### src/jmv_pkg.sv
// Package for the joystick message validator: register map, field layout, reset values, timing.
// Assumes a 20 MHz system clock; every user writes jmv_pkg::name.
package jmv_pkg;
  localparam int unsigned CLK_HZ          = 20_000_000;
  // Register offsets (byte addresses, one word each).
  localparam logic [7:0] OFF_PRESENT      = 8'h00;
  localparam logic [7:0] OFF_TYPE         = 8'h04;
  localparam logic [7:0] OFF_GROUP        = 8'h08;
  localparam logic [7:0] OFF_SRC_ADDR     = 8'h0C;
  localparam logic [7:0] OFF_FLOW_THR     = 8'h10;
  localparam logic [7:0] OFF_TOLERANCE    = 8'h14;
  localparam logic [7:0] OFF_XCHK_TIME    = 8'h18;
  localparam logic [7:0] OFF_TIMEOUT      = 8'h1C;
  localparam logic [7:0] OFF_IRQ_STATUS   = 8'h20;
  localparam logic [7:0] OFF_IRQ_CLEAR    = 8'h24;
  localparam logic [7:0] OFF_IRQ_ENABLE   = 8'h28;
  localparam logic [7:0] OFF_POSITION     = 8'h2C;
  localparam logic [7:0] OFF_STATE        = 8'h30;
  // Reset values.
  localparam logic [7:0]  RST_PRESENT     = 8'h00;
  localparam logic [7:0]  RST_TYPE        = 8'h02;
  localparam logic [15:0] RST_GROUP       = 16'hFDD6;
  localparam logic [7:0]  RST_SRC_ADDR    = 8'h4E;
  localparam logic [7:0]  RST_FLOW_THR    = 8'h0A;
  localparam logic [10:0] RST_TOLERANCE   = 11'h00A;
  localparam logic [15:0] RST_XCHK_MS     = 16'h0064;
  localparam logic [15:0] RST_TIMEOUT_MS  = 16'h0064;
  // Setting codes.
  localparam logic [7:0]  PRESENT_NO      = 8'h00;
  localparam logic [7:0]  PRESENT_YES     = 8'hFF;
  localparam logic [7:0]  TYPE_OPEN_LOOP  = 8'h00;
  localparam logic [7:0]  TYPE_CLOSED     = 8'h01;
  localparam logic [7:0]  TYPE_MINI_WHEEL = 8'h02;
  localparam logic [7:0]  TYPE_ANALOGUE   = 8'h03;
  localparam logic [7:0]  TYPE_CAN_STICK  = 8'h14;
  localparam logic [7:0]  SRC_ADDR_MAX    = 8'hFD;
  localparam logic [15:0] GRP_BASIC_1     = 16'hFDD6;
  localparam logic [15:0] GRP_EXT_1       = 16'hFDD7;
  localparam logic [15:0] GRP_BASIC_2     = 16'hFDD8;
  localparam logic [15:0] GRP_EXT_2       = 16'hFDD9;
  // Status byte patterns over bits 6..1 of byte 1.
  localparam logic [5:0]  STAT_RIGHT      = 6'h10;
  localparam logic [5:0]  STAT_LEFT       = 6'h04;
  localparam logic [5:0]  STAT_NEUTRAL    = 6'h01;
  localparam logic [9:0]  POS_MAX         = 10'h3E8;
  // Millisecond tick.
  localparam int unsigned MS_NS           = 1_000_000;
  localparam int unsigned CLK_NS          = 50;
  localparam int unsigned MS_CYCLES       = MS_NS / CLK_NS;
  // Interrupt bits.
  localparam int unsigned IRQ_STATUS_BAD  = 0;
  localparam int unsigned IRQ_RANGE       = 1;
  localparam int unsigned IRQ_MISMATCH    = 2;
  localparam int unsigned IRQ_XCHK        = 3;
  localparam int unsigned IRQ_TIMEOUT     = 4;
  localparam int unsigned IRQ_MSG         = 5;
  localparam int unsigned IRQ_W           = 6;
endpackage

### src/jmv_decode.sv
// Decoder for one channel: status bits and 10-bit magnitude into a signed scaled position.
// Purely combinational; both channels instantiate it so each computes its own result.
`timescale 1ns/1ps
module jmv_decode (
  // Message bytes 1 and 2, already in true polarity.
  input  wire logic [7:0]         byte1,
  input  wire logic [7:0]         byte2,
  // Results.
  output logic signed [11:0]      scaled,
  output logic                    status_bad,
  output logic                    range_bad,
  output logic                    mismatch
);
  logic [5:0]  stat;
  logic [10:0] mag;

  // Byte 1 bits 6..1 carry the status; magnitude is byte 2 and byte 1 bits 7 and 0 above it.
  always_comb begin
    stat       = byte1[6:1];
    mag        = {1'b0, byte1[7], byte1[0], byte2[7:0]};
    status_bad = 1'b1;
    mismatch   = 1'b0;
    scaled     = 12'sh000;
    if (stat == jmv_pkg::STAT_RIGHT) begin
      status_bad = 1'b0;
      scaled     = $signed({1'b0, mag});
      mismatch   = (mag == 11'h000);
    end else if (stat == jmv_pkg::STAT_LEFT) begin
      status_bad = 1'b0;
      scaled     = -$signed({1'b0, mag});
      mismatch   = (mag == 11'h000);
    end else if (stat == jmv_pkg::STAT_NEUTRAL) begin
      status_bad = 1'b0;
      scaled     = 12'sh000;
      mismatch   = (mag != 11'h000);
    end
    range_bad = (mag > {1'b0, jmv_pkg::POS_MAX});
  end
endmodule // jmv_decode

### src/jmv_validator.sv
// Joystick message validator: filters received frames, validates both channels, raises safe state.
// Assumes a CAN receiver on the same clock presenting one frame per one-cycle valid pulse.
`timescale 1ns/1ps
module jmv_validator #(
  // Clock cycles per millisecond tick; the tick counter holds 15 bits.
  parameter int unsigned MS_CYCLES = jmv_pkg::MS_CYCLES
) (
  // Clock and reset.
  input  wire logic               clk,
  input  wire logic               rst_n,
  // Received frame from the CAN receiver.
  input  wire logic               rx_valid,
  input  wire logic               rx_inverted,
  input  wire logic [15:0]        rx_group,
  input  wire logic [7:0]         rx_src_addr,
  input  wire logic [63:0]        rx_data,
  // Register port.
  input  wire logic [7:0]         reg_addr,
  input  wire logic [31:0]        reg_wdata,
  input  wire logic               reg_wr,
  input  wire logic               reg_rd,
  output logic [31:0]             reg_rdata,
  // Results.
  output logic signed [11:0]      position,
  output logic                    safe_state,
  output logic                    aux_present,
  output logic                    type_can_stick,
  output logic                    type_open_loop,
  output logic                    irq
);
  typedef struct packed {
    logic [7:0]         present;
    logic [7:0]         dev_type;
    logic [15:0]        group;
    logic [7:0]         src_addr;
    logic [7:0]         flow_thr;
    logic [10:0]        tolerance;
    logic [15:0]        xchk_ms;
    logic [15:0]        timeout_ms;
    logic [5:0]         irq_status;
    logic [5:0]         irq_enable;
    logic [15:0]        main_bytes;
    logic [15:0]        safe_bytes;
    logic               main_new;
    logic               safe_new;
    logic               seen;
    logic [14:0]        tick_cnt;
    logic [15:0]        gap_ms;
    logic [15:0]        div_ms;
    logic signed [11:0] pos;
    logic               safe;
    logic [31:0]        rdata;
  } jmv_state_t;

  jmv_state_t cur;
  jmv_state_t next_cur;

  logic signed [11:0] main_scaled;
  logic signed [11:0] safe_scaled;
  logic               m_stat_bad;
  logic               m_range_bad;
  logic               m_mismatch;
  logic               s_stat_bad;
  logic               s_range_bad;
  logic               s_mismatch;
  logic               accept;
  logic               ms_tick;
  logic [11:0]        diff_abs;
  logic [5:0]         events;

  // A tick period the 15-bit counter cannot reach would silently shorten or stretch every timer.
  if (MS_CYCLES < 2 || MS_CYCLES > 32768) begin : g_ms_check
    $error("MS_CYCLES must lie between 2 and 32768");
  end

  // Absolute difference of two scaled positions.
  function automatic logic [11:0] jmv_abs_diff(input logic signed [11:0] a,
                                               input logic signed [11:0] b);
    logic signed [12:0] d;
    d = 13'(a) - 13'(b);
    if (d < 0) begin
      d = -d;
    end
    return d[11:0];
  endfunction

  // Main channel reads the normal bytes as received.
  jmv_decode u_main (
    .byte1      (cur.main_bytes[7:0]),
    .byte2      (cur.main_bytes[15:8]),
    .scaled     (main_scaled),
    .status_bad (m_stat_bad),
    .range_bad  (m_range_bad),
    .mismatch   (m_mismatch)
  );

  jmv_decode u_safety (
    .byte1      (~cur.safe_bytes[7:0]),
    .byte2      (~cur.safe_bytes[15:8]),
    .scaled     (safe_scaled),
    .status_bad (s_stat_bad),
    .range_bad  (s_range_bad),
    .mismatch   (s_mismatch)
  );

  // Frame filter: group and source must match and the joystick must be the CAN type.
  // Diagnostic frames carry another group number, so they never pass this filter.
  always_comb begin
    accept  = rx_valid && (rx_group == cur.group) && (rx_src_addr == cur.src_addr)
              && (cur.src_addr <= jmv_pkg::SRC_ADDR_MAX) && aux_present && type_can_stick;
    ms_tick = (cur.tick_cnt == 15'(MS_CYCLES - 1));
    diff_abs = jmv_abs_diff(main_scaled, safe_scaled);
  end

  assign aux_present    = (cur.present == jmv_pkg::PRESENT_YES);
  assign type_can_stick = (cur.dev_type == jmv_pkg::TYPE_CAN_STICK);
  assign type_open_loop = (cur.dev_type == jmv_pkg::TYPE_OPEN_LOOP)
                          || (cur.dev_type == jmv_pkg::TYPE_ANALOGUE) || type_can_stick;

  // Next-state logic: capture, validation, timing, registers.
  always_comb begin
    next_cur       = cur;
    next_cur.main_new = 1'b0;
    next_cur.safe_new = 1'b0;
    events         = 6'h00;
    if (accept && !rx_inverted) begin
      next_cur.main_bytes = rx_data[15:0];
      next_cur.main_new   = 1'b1;
    end
    if (accept && rx_inverted) begin
      next_cur.safe_bytes = rx_data[15:0];
      next_cur.safe_new   = 1'b1;
    end
    // Checks run in the cycle after a fresh capture, when decoders see the new bytes.
    if (cur.main_new || cur.safe_new) begin
      events[jmv_pkg::IRQ_MSG]        = 1'b1;
      events[jmv_pkg::IRQ_STATUS_BAD] = (cur.main_new && m_stat_bad) || (cur.safe_new && s_stat_bad);
      events[jmv_pkg::IRQ_MISMATCH]   = (cur.main_new && m_mismatch) || (cur.safe_new && s_mismatch);
      events[jmv_pkg::IRQ_RANGE]      = (cur.main_new && m_range_bad) || (cur.safe_new && s_range_bad);
    end
    // Millisecond timebase shared by both timers.
    next_cur.tick_cnt = ms_tick ? 15'h0000 : cur.tick_cnt + 15'h0001;
    if (cur.main_new) begin
      next_cur.seen   = 1'b1;
      next_cur.gap_ms = 16'h0000;
    end else if (ms_tick && cur.seen && cur.gap_ms != 16'hFFFF) begin
      next_cur.gap_ms = cur.gap_ms + 16'h0001;
    end
    events[jmv_pkg::IRQ_TIMEOUT] = cur.seen && (cur.gap_ms > cur.timeout_ms);
    if (!cur.seen || diff_abs <= {1'b0, cur.tolerance}) begin
      next_cur.div_ms = 16'h0000;
    end else if (ms_tick && cur.div_ms != 16'hFFFF) begin
      next_cur.div_ms = cur.div_ms + 16'h0001;
    end
    events[jmv_pkg::IRQ_XCHK] = cur.div_ms > cur.xchk_ms;
    if (|events[4:0]) begin
      next_cur.safe = 1'b1;
    end
    next_cur.pos = next_cur.safe ? 12'sh000 : main_scaled;
    // Register writes; the clear register is write-only.
    if (reg_wr) begin
      if (reg_addr == jmv_pkg::OFF_PRESENT) begin
        next_cur.present = reg_wdata[7:0];
      end else if (reg_addr == jmv_pkg::OFF_TYPE) begin
        next_cur.dev_type = reg_wdata[7:0];
      end else if (reg_addr == jmv_pkg::OFF_GROUP) begin
        next_cur.group = reg_wdata[15:0];
      end else if (reg_addr == jmv_pkg::OFF_SRC_ADDR) begin
        next_cur.src_addr = reg_wdata[7:0];
      end else if (reg_addr == jmv_pkg::OFF_FLOW_THR) begin
        next_cur.flow_thr = reg_wdata[7:0];
      end else if (reg_addr == jmv_pkg::OFF_TOLERANCE) begin
        next_cur.tolerance = reg_wdata[10:0];
      end else if (reg_addr == jmv_pkg::OFF_XCHK_TIME) begin
        next_cur.xchk_ms = reg_wdata[15:0];
      end else if (reg_addr == jmv_pkg::OFF_TIMEOUT) begin
        next_cur.timeout_ms = reg_wdata[15:0];
      end else if (reg_addr == jmv_pkg::OFF_IRQ_CLEAR) begin
        next_cur.irq_status = cur.irq_status & ~reg_wdata[5:0];
      end else if (reg_addr == jmv_pkg::OFF_IRQ_ENABLE) begin
        next_cur.irq_enable = reg_wdata[5:0];
      end
    end
    // A new event wins over a clear in the same cycle.
    next_cur.irq_status = next_cur.irq_status | events;
    // Read data, valid in the cycle after the strobe only.
    next_cur.rdata = 32'h0000_0000;
    if (reg_rd) begin
      if (reg_addr == jmv_pkg::OFF_PRESENT) begin
        next_cur.rdata = {24'h00_0000, cur.present};
      end else if (reg_addr == jmv_pkg::OFF_TYPE) begin
        next_cur.rdata = {24'h00_0000, cur.dev_type};
      end else if (reg_addr == jmv_pkg::OFF_GROUP) begin
        next_cur.rdata = {16'h0000, cur.group};
      end else if (reg_addr == jmv_pkg::OFF_SRC_ADDR) begin
        next_cur.rdata = {24'h00_0000, cur.src_addr};
      end else if (reg_addr == jmv_pkg::OFF_FLOW_THR) begin
        next_cur.rdata = {24'h00_0000, cur.flow_thr};
      end else if (reg_addr == jmv_pkg::OFF_TOLERANCE) begin
        next_cur.rdata = {21'h00_0000, cur.tolerance};
      end else if (reg_addr == jmv_pkg::OFF_XCHK_TIME) begin
        next_cur.rdata = {16'h0000, cur.xchk_ms};
      end else if (reg_addr == jmv_pkg::OFF_TIMEOUT) begin
        next_cur.rdata = {16'h0000, cur.timeout_ms};
      end else if (reg_addr == jmv_pkg::OFF_IRQ_STATUS) begin
        next_cur.rdata = {26'h000_0000, cur.irq_status};
      end else if (reg_addr == jmv_pkg::OFF_IRQ_ENABLE) begin
        next_cur.rdata = {26'h000_0000, cur.irq_enable};
      end else if (reg_addr == jmv_pkg::OFF_POSITION) begin
        next_cur.rdata = {{20{cur.pos[11]}}, cur.pos};
      end else if (reg_addr == jmv_pkg::OFF_STATE) begin
        next_cur.rdata = {31'h0000_0000, cur.safe};
      end
    end
  end

  // State register; reset takes constants only.
  always_ff @(posedge clk or negedge rst_n) begin
    if (!rst_n) begin
      cur            <= '0;
      cur.present    <= jmv_pkg::RST_PRESENT;
      cur.dev_type   <= jmv_pkg::RST_TYPE;
      cur.group      <= jmv_pkg::RST_GROUP;
      cur.src_addr   <= jmv_pkg::RST_SRC_ADDR;
      cur.flow_thr   <= jmv_pkg::RST_FLOW_THR;
      cur.tolerance  <= jmv_pkg::RST_TOLERANCE;
      cur.xchk_ms    <= jmv_pkg::RST_XCHK_MS;
      cur.timeout_ms <= jmv_pkg::RST_TIMEOUT_MS;
    end else begin
      cur <= next_cur;
    end
  end

  assign reg_rdata  = cur.rdata;
  assign position   = cur.pos;
  assign safe_state = cur.safe;
  assign irq        = |(cur.irq_status & cur.irq_enable);

  property p_safe_sticky;
    @(posedge clk) disable iff (!rst_n) safe_state |=> safe_state;
  endproperty
  a_safe_sticky: assert property (p_safe_sticky) else $error("safe state dropped");

  property p_safe_zero;
    @(posedge clk) disable iff (!rst_n) $past(safe_state) |-> position == 12'sh000;
  endproperty
  a_safe_zero: assert property (p_safe_zero) else $error("position not zero in safe");

  property p_range;
    @(posedge clk) disable iff (!rst_n) (cur.main_new && m_range_bad) |=> safe_state;
  endproperty
  a_range: assert property (p_range) else $error("range fault missed");

  property p_status;
    @(posedge clk) disable iff (!rst_n) (cur.safe_new && s_stat_bad) |=> safe_state;
  endproperty
  a_status: assert property (p_status) else $error("status fault missed");

  property p_mismatch;
    @(posedge clk) disable iff (!rst_n) (cur.main_new && m_mismatch) |=> safe_state;
  endproperty
  a_mismatch: assert property (p_mismatch) else $error("mismatch missed");

  property p_timeout;
    @(posedge clk) disable iff (!rst_n) (cur.seen && cur.gap_ms > cur.timeout_ms) |=> safe_state;
  endproperty
  a_timeout: assert property (p_timeout) else $error("timeout missed");

  property p_xchk;
    @(posedge clk) disable iff (!rst_n) (cur.div_ms > cur.xchk_ms) |=> safe_state;
  endproperty
  a_xchk: assert property (p_xchk) else $error("divergence missed");

  property p_group;
    @(posedge clk) disable iff (!rst_n) (rx_valid && rx_group != cur.group) |=> !cur.main_new;
  endproperty
  a_group: assert property (p_group) else $error("foreign group taken");

  property p_src_filter;
    @(posedge clk) disable iff (!rst_n)
      (rx_valid && rx_src_addr != cur.src_addr) |=> !(cur.main_new || cur.safe_new);
  endproperty
  a_src_filter: assert property (p_src_filter) else $error("foreign source taken");

  property p_src_limit;
    @(posedge clk) disable iff (!rst_n)
      (rx_valid && cur.src_addr > jmv_pkg::SRC_ADDR_MAX) |=> !(cur.main_new || cur.safe_new);
  endproperty
  a_src_limit: assert property (p_src_limit) else $error("source above limit taken");

  property p_neutral;
    @(posedge clk) disable iff (!rst_n)
      (cur.main_new && cur.main_bytes[6:1] == jmv_pkg::STAT_NEUTRAL) |=> position == 12'sh000;
  endproperty
  a_neutral: assert property (p_neutral) else $error("neutral position not zero");

  property p_right;
    @(posedge clk) disable iff (!rst_n)
      (cur.main_new && cur.main_bytes[6:1] == jmv_pkg::STAT_RIGHT && !next_cur.safe)
      |=> position > 12'sh000 && position <= 12'sh3E8;
  endproperty
  a_right: assert property (p_right) else $error("right position out of range");

  property p_left;
    @(posedge clk) disable iff (!rst_n)
      (cur.main_new && cur.main_bytes[6:1] == jmv_pkg::STAT_LEFT && !next_cur.safe)
      |=> position < 12'sh000 && position >= -12'sh3E8;
  endproperty
  a_left: assert property (p_left) else $error("left position out of range");

  property p_safe_range;
    @(posedge clk) disable iff (!rst_n) (cur.safe_new && s_range_bad) |=> safe_state;
  endproperty
  a_safe_range: assert property (p_safe_range) else $error("safety range fault missed");
endmodule // jmv_validator

### config.mk
export PLATFORM = sky130hd
export DESIGN_NAME = jmv_validator
export DESIGN_NICKNAME = d
export VERILOG_FILES = /design/src/jmv_pkg.sv /design/src/jmv_decode.sv /design/src/jmv_validator.sv
export SDC_FILE = /design/constraint.sdc
export NUM_CORES = 1
export LEC_CHECK = 0
export ABC_AREA = 1
export BUFFER_PORTS_ARGS = -buffer_cell sky130_fd_sc_hd__buf_2
export CAP_MARGIN = 40
export CORE_MARGIN = 2
export CORE_UTILIZATION = 50
export DETAILED_ROUTE_END_ITERATION = 10
export GPL_TIMING_DRIVEN = 0
export PLACE_DENSITY = 0.74
export SLEW_MARGIN = 25
export SYNTH_ARGS = -nofsm -noshare
export SYNTH_HDL_FRONTEND = slang
export SYNTH_SLANG_ARGS = --single-unit
### constraint.sdc
create_clock -name clk -period 9.9 [get_ports clk]
set_input_delay 0.495 -clock clk [delete_from_list [all_inputs] [get_ports clk]]
set_output_delay 0.495 -clock clk [all_outputs]
set_load 0.05 [all_outputs]
======== Word level (Yosys, flattened, before mapping) ========
Index checks and enable logic that the tools add are counted.
W data, S select, Z words.
word-level totals
  output and inout bits ................... 49
  register bits ........................... 230
  input port bits ......................... 134
operators by class
  bitwise operators ....................... 15
  muxes and demuxes ....................... 53
  order comparisons ....................... 7
  eq/ne operators ......................... 26
  reduce and logical (&&, ||, !) cells .... 45
  add/subtract/negate cells ............... 7
operators with widths
  operator                 number
  $mux W32                 12
  $mux W12                 15
  $mux W16                 4
  $eq A8 B5 Y1 const B     5
  $eq A8 B6 Y1 const B     5
  $add A16 B1 Y16 const B  2
  $gt A16 B16 Y1           2
  $ne A16 B16 Y1 const B   2
  $neg A10 Y12             2
  $gt A10 B10 Y1 const B   2
  $logic_not A10 Y1        2
  $reduce_bool A10 Y1      2
  $mux W6                  3
  $logic_and A1 B1 Y1      17
  $mux W1                  17
  $eq A16 B16 Y1           1
  $eq A8 B4 Y1 const B     2
  $logic_not A8 Y1         2
  $not A8 Y8               2
  $add A15 B1 Y15 const B  1
  $eq A15 B15 Y1 const B   1
  $mux W15                 1
  $lt A13 B1 Y1 const B    1
  $sub A12 B12 Y13         1
  29 further kinds         49

======== Depth between registers and ports, before layout ========
  depth after elaboration ................. 14
  mapped depth ............................ 34
  gate-level depth less buffers ........... 33

======== Modules after synthesis ========
A second synthesis with hierarchy kept.
unflattened totals
  cells, all modules ...................... 1782
  area, all modules ....................... 13419.1 um^2
by module, submodules not included
  module         cells each  area each (um^2)  times used
  jmv_validator  1610        12480.7           1
  jmv_decode     86          469.2             2

======== Worst setup path after synthesis ========
OpenSTA, ideal clock, no wires.
  kind .................................... reg2reg
  start ................................... register cur[98] in the netlist's numbering
  end ..................................... register cur[55] in the netlist's numbering
  setup slack ............................. 6.011 ns
  stages on the path, launching flop included .. 32
  buffers on the path ..................... 2
  data required time ...................... 9.778 ns
  setup time .............................. 0.122 ns
  arrival ................................. 3.767 ns
  cell sequence ........................... dfrtp_1 -> nand2_1 -> inv_1 -> nand3_1 -> clkbuf_1 -> inv_1 -> o21ai_0 -> nand3_1 -> ha_1 -> nand2_1 -> inv_1 -> a21oi_1 -> nand2_1 -> nand3_1 -> nand3_1 -> nand2_2 -> inv_1 -> nor2_1 -> xnor2_1 -> inv_1 -> ha_1 -> a21oi_1 -> o21ai_0 -> a21oi_1 -> o21bai_1 -> nand2_1 -> nand2_1 -> nand2_1 -> nand3_2 -> nand2_4 -> buf_6 -> nor2_2
between the ends
  cells in the longest elaborated chain, start to end .. 10
  elaborated cells on any way between the ends .. 13
  classes of those cells .................. add/sub: 2; order compare: 2; eq/ne: 2; mux: 4; bitwise: 1; reduce/logical: 2
RTL lines
  what                                                   line                                      text
  start, declared                                        jmv_validator.sv:55                       jmv_state_t cur;
  start signal, assigned                                 jmv_validator.sv:230                      cur <= next_cur;
  $not A8 Y8 *                                           jmv_validator.sv:98                       .byte1 (~cur.safe_bytes[7:0]),
  $eq A6 B3 Y1                                           jmv_decode.sv:28                          end else if (stat == jmv_pkg::STAT_LEFT) begin
  $mux W12                                               jmv_decode.sv:28
  $mux W12 *                                             jmv_decode.sv:24                          if (stat == jmv_pkg::STAT_RIGHT) begin
  $sub A12 B12 Y13 *                                     jmv_validator.sv:80                       d = 13'(a) - 13'(b);
  $neg A12 Y12 / $lt A13 B1 Y1 (equally long branches)   jmv_validator.sv:82, jmv_validator.sv:81
  $mux W12 *                                             jmv_validator.sv:81                       if (d < 0) begin
  $le A12 B11 Y1 *                                       jmv_validator.sv:150                      if (!cur.seen || diff_abs <= {1'b0, cur.tolerance}) begin
  $logic_or A1 B1 Y1 *                                   jmv_validator.sv:150
  $mux W16 / $reduce_bool A2 Y1 (equally long branches)  n/a
Mark *: on every way between the ends. The rest lies on a longest branch, timed or not.
A chain may end at the register's enable or synchronous reset.

======== Worst setup path after layout ========
  start ................................... register cur[117] in the netlist's numbering
  end ..................................... register cur[50] in the netlist's numbering
between the ends
  cells in the longest elaborated chain, start to end .. 9
  elaborated cells on any way between the ends .. 12
  classes of those cells .................. add/sub: 2; order compare: 2; eq/ne: 2; mux: 4; reduce/logical: 2
RTL lines
  what                                                   line
  $eq A6 B3 Y1                                           jmv_decode.sv:28
  $mux W12                                               jmv_decode.sv:28
  $mux W12 *                                             jmv_decode.sv:24
  $sub A12 B12 Y13 *                                     jmv_validator.sv:80
  $neg A12 Y12 / $lt A13 B1 Y1 (equally long branches)   jmv_validator.sv:82, jmv_validator.sv:81
  $mux W12 *                                             jmv_validator.sv:81
  $le A12 B11 Y1 *                                       jmv_validator.sv:150
  $logic_or A1 B1 Y1 *                                   jmv_validator.sv:150
  $mux W16 / $reduce_bool A2 Y1 (equally long branches)  n/a
Marks and branches as above.

==> qor.txt <==
# setup viols final: 0
area of the multi-input gates: 6390 um^2
Post-synth EDFFs: 0
CTS tree: done
status: complete, no violations
post-synth top area share: 35.4%
Via density: 5.45
initial cell density of the core: 51.0%
Leak Pwr: 0.00783 uW
Setup TNS: 0 ns
CP max stage cell: nor3b_1
Worst EP required: 10.32 ns
Final Wtd Congestion: 0.940
crit path capture type: flip-flop
pwr/cell area: 129 nW/um^2
Setup Skew: 0.0283 ns
vias in the first global route: 11635
share of cells above drive strength 1: 16.0%
CTS resizes: 0
worst min-delay path startpoint: reg_wdata[4]
synth top area cells: dfrtp_1 (35%), nand2_1 (12%), inv_1 (7.2%)
WL/cell: 16.2 um
Most common cell on crit path: nand2_1
Primary FF master, synth: dfrtp_1
syn_area_per_cell: 7.60 um^2
hpwl dp: 28200 um
fin. max-slew vios: 0
Die W: 167 um
DR vias: 12249
largest net degree at the start of global routing: 82
Sequential cell area: 5410 um^2
Slew headroom: 58.0%
DRT Pass-1 Iters: 6
num rows: 59
max cap viols: 0
R2R Path Start: cur[117]
H-tree levels: 1
I/O Pins: 183
most common library cells after synthesis: nand2_1 (417), inv_1 (256), dfrtp_1 (188)
DR iter-0 viols: 944
most frequent cell after synthesis: nand2_1
Period Utilization, post-route: 49.1%
first-pass GRT wire length: 59200 um
Post-Syn Area: 13300 um^2
r2r endpoint: cur[50]
Synth async-reset ratio: 100%
ANT cells: 0
hold path cells: 3
grt total ovfl: 0
Seq/Total Area, Yosys: 40.7%
Die ar.: 27900 um^2
WS Path Type: reg -> reg
Yosys cell types: 59
initial antenna violation count: 0
RSZ-0062 raised after global routing: false
clk slew on worst S/H paths: 0.06 ns
IO Port Bufs: 117
NumNets Final: 2092
core area: 26100 um^2
DRC viols: 0
GRT Overall Usage: 26.2%
count of final hold-check violations: 0
CTS Root Cell: clkbuf_16
Max stage delay on crit path: 0.47 ns
die span in y: 167 um
Final WS setup: 5.04 ns
Peak VDD IR: 136 uV
worst-case hold path end point: cur[175]
Tightest Pin Transition: 0.630 ns
post-route antenna net violation count: 0
pre-CTS WS: 5.07 ns
minimum clock period after layout: 4.86 ns
hold crit path type: in -> reg
leading area contributor after synthesis: dfrtp_1
CTS buffer count: 25
critical path data arrival time: 5.28 ns
Clk Latency, worst-skew pair: 0.53 ns
Fillers: 2402
YS warnings: 0
CTS Buffer Depth: 3
Critical Path Fanout Max: 10
Net Count, Synth: 1945
Yosys reg bits: 215
Fmax: 0.206 GHz
Post-Synthesis Cells: 1749
final WL: 36500 um
Register-to-Register Setup Slack: 5.04 ns
startpoint types: flip-flop
Reg2Reg Depth: 29
clk sink count: 215
Layout area overhead: 14.0%
==> worst max-delay path by stage <==
stage                  start       end  cells past startpoint
global placement       rst_n  cur[218]                      1
global route         cur[98]   cur[58]                     32
CTS                 cur[117]   cur[58]                     29
floorplan            cur[98]   cur[55]                     31
finish              cur[117]   cur[50]                     29
detailed placement  cur[117]   cur[53]                     29
==> cell type report <==
type                       count  share of cell area [%]
buffer                        79                    3.42
clock buffer                  40                    4.76
clock inverter                 5                   0.355
inverter                     261                    6.47
multi-input combinational   1194                    42.1
sequential                   215                    35.7
tap                          335                    2.77
timing repair buffer         120                    4.36
==> placed cells by master (no fill, tap or decap), types with 29 or more instances in the layout <==
cell	netlist	final
dfrtp_1	188	188
a21oi_1	66	66
buf_4	48	48
clkbuf_1	18	29
o21ai_0	145	145
nand3_1	121	121
nor3_1	31	31
nand2_1	417	417
inv_1	256	256
buf_2	8	124
xor2_1	35	35
nor2_1	121	121
ha_1	61	61
==> report_power, final <==
| group | switching (uW) | internal (uW) |
|---|---|---|
| Sequential | 17.9 | 905 |
| Clock | 352 | 522 |
| Combinational | 103 | 46.3 |
==> repair_timing <==
action / CTS / global route
hold buffers: 1 / 0
endpoints found under the hold margin: 58 / 0
setup buffers: 0 / 0
==> flip-flops by register name (all words and copies together), names as in the netlist <==
signal and flops:
cur 185, reg_rdata 17, safe_state 1, position 12
==> metal layers <==
layer  part of all wire [%]  track usage [%]  vias to the layer above
li1                       -                -                     5952
met1                     43             36.3                     5746
met2                     46             42.5                      491
met3                    8.0             3.87                       60
met4                    2.6             8.25                        0
met5                      0                0                        -
==> through the flow <==
| step | area, um^2 | instances | utilization (%) | power (uW) | hold slack (ns) |
|---|---|---|---|---|---|
| 6_report | 15200 | 2249 | 58.2 | 1950 | 0.212 |
| 5_1_grt | 15200 | 2249 | 58.2 | 2020 | 0.233 |
| 4_1_cts | 15200 | 2249 | 58.2 | 1960 | 0.207 |
| 3_5_place_dp | 14400 | 2203 | 55.1 | 1090 | 0.462 |
| 3_3_place_gp | 14300 | 2201 | 54.9 | 1080 | 0.458 |
| 2_1_floorplan | 13300 | 1749 | - | 1010 | 0.199 |
==> critical path: cells and delay by family, from the launching register on <==
family | cells | cell delay, ns
xor+xnor | 1 | 0.12
compound gates | 5 | 0.67
simple gates | 16 | 2.35
fa+ha+maj | 2 | 0.68
flops | 1 | 0.40
buf+inv | 5 | 0.53
==> kinds of logic (layout without fill, tap and decap cells) <==
group,after synthesis,after routing,share of synthesized area [%]
adder cells (fa/ha/maj),62,62,5.89
buffers and inverters,340,505,11.3
flip-flops,215,215,40.7
AO/OA/AOI/OAI,290,290,12.1
AND/OR/NAND/NOR,800,800,27.2
multiplexers,1,1,0.0753
XOR/XNOR,41,41,2.70
No activity file was read; power rests on OpenSTA's default activity.
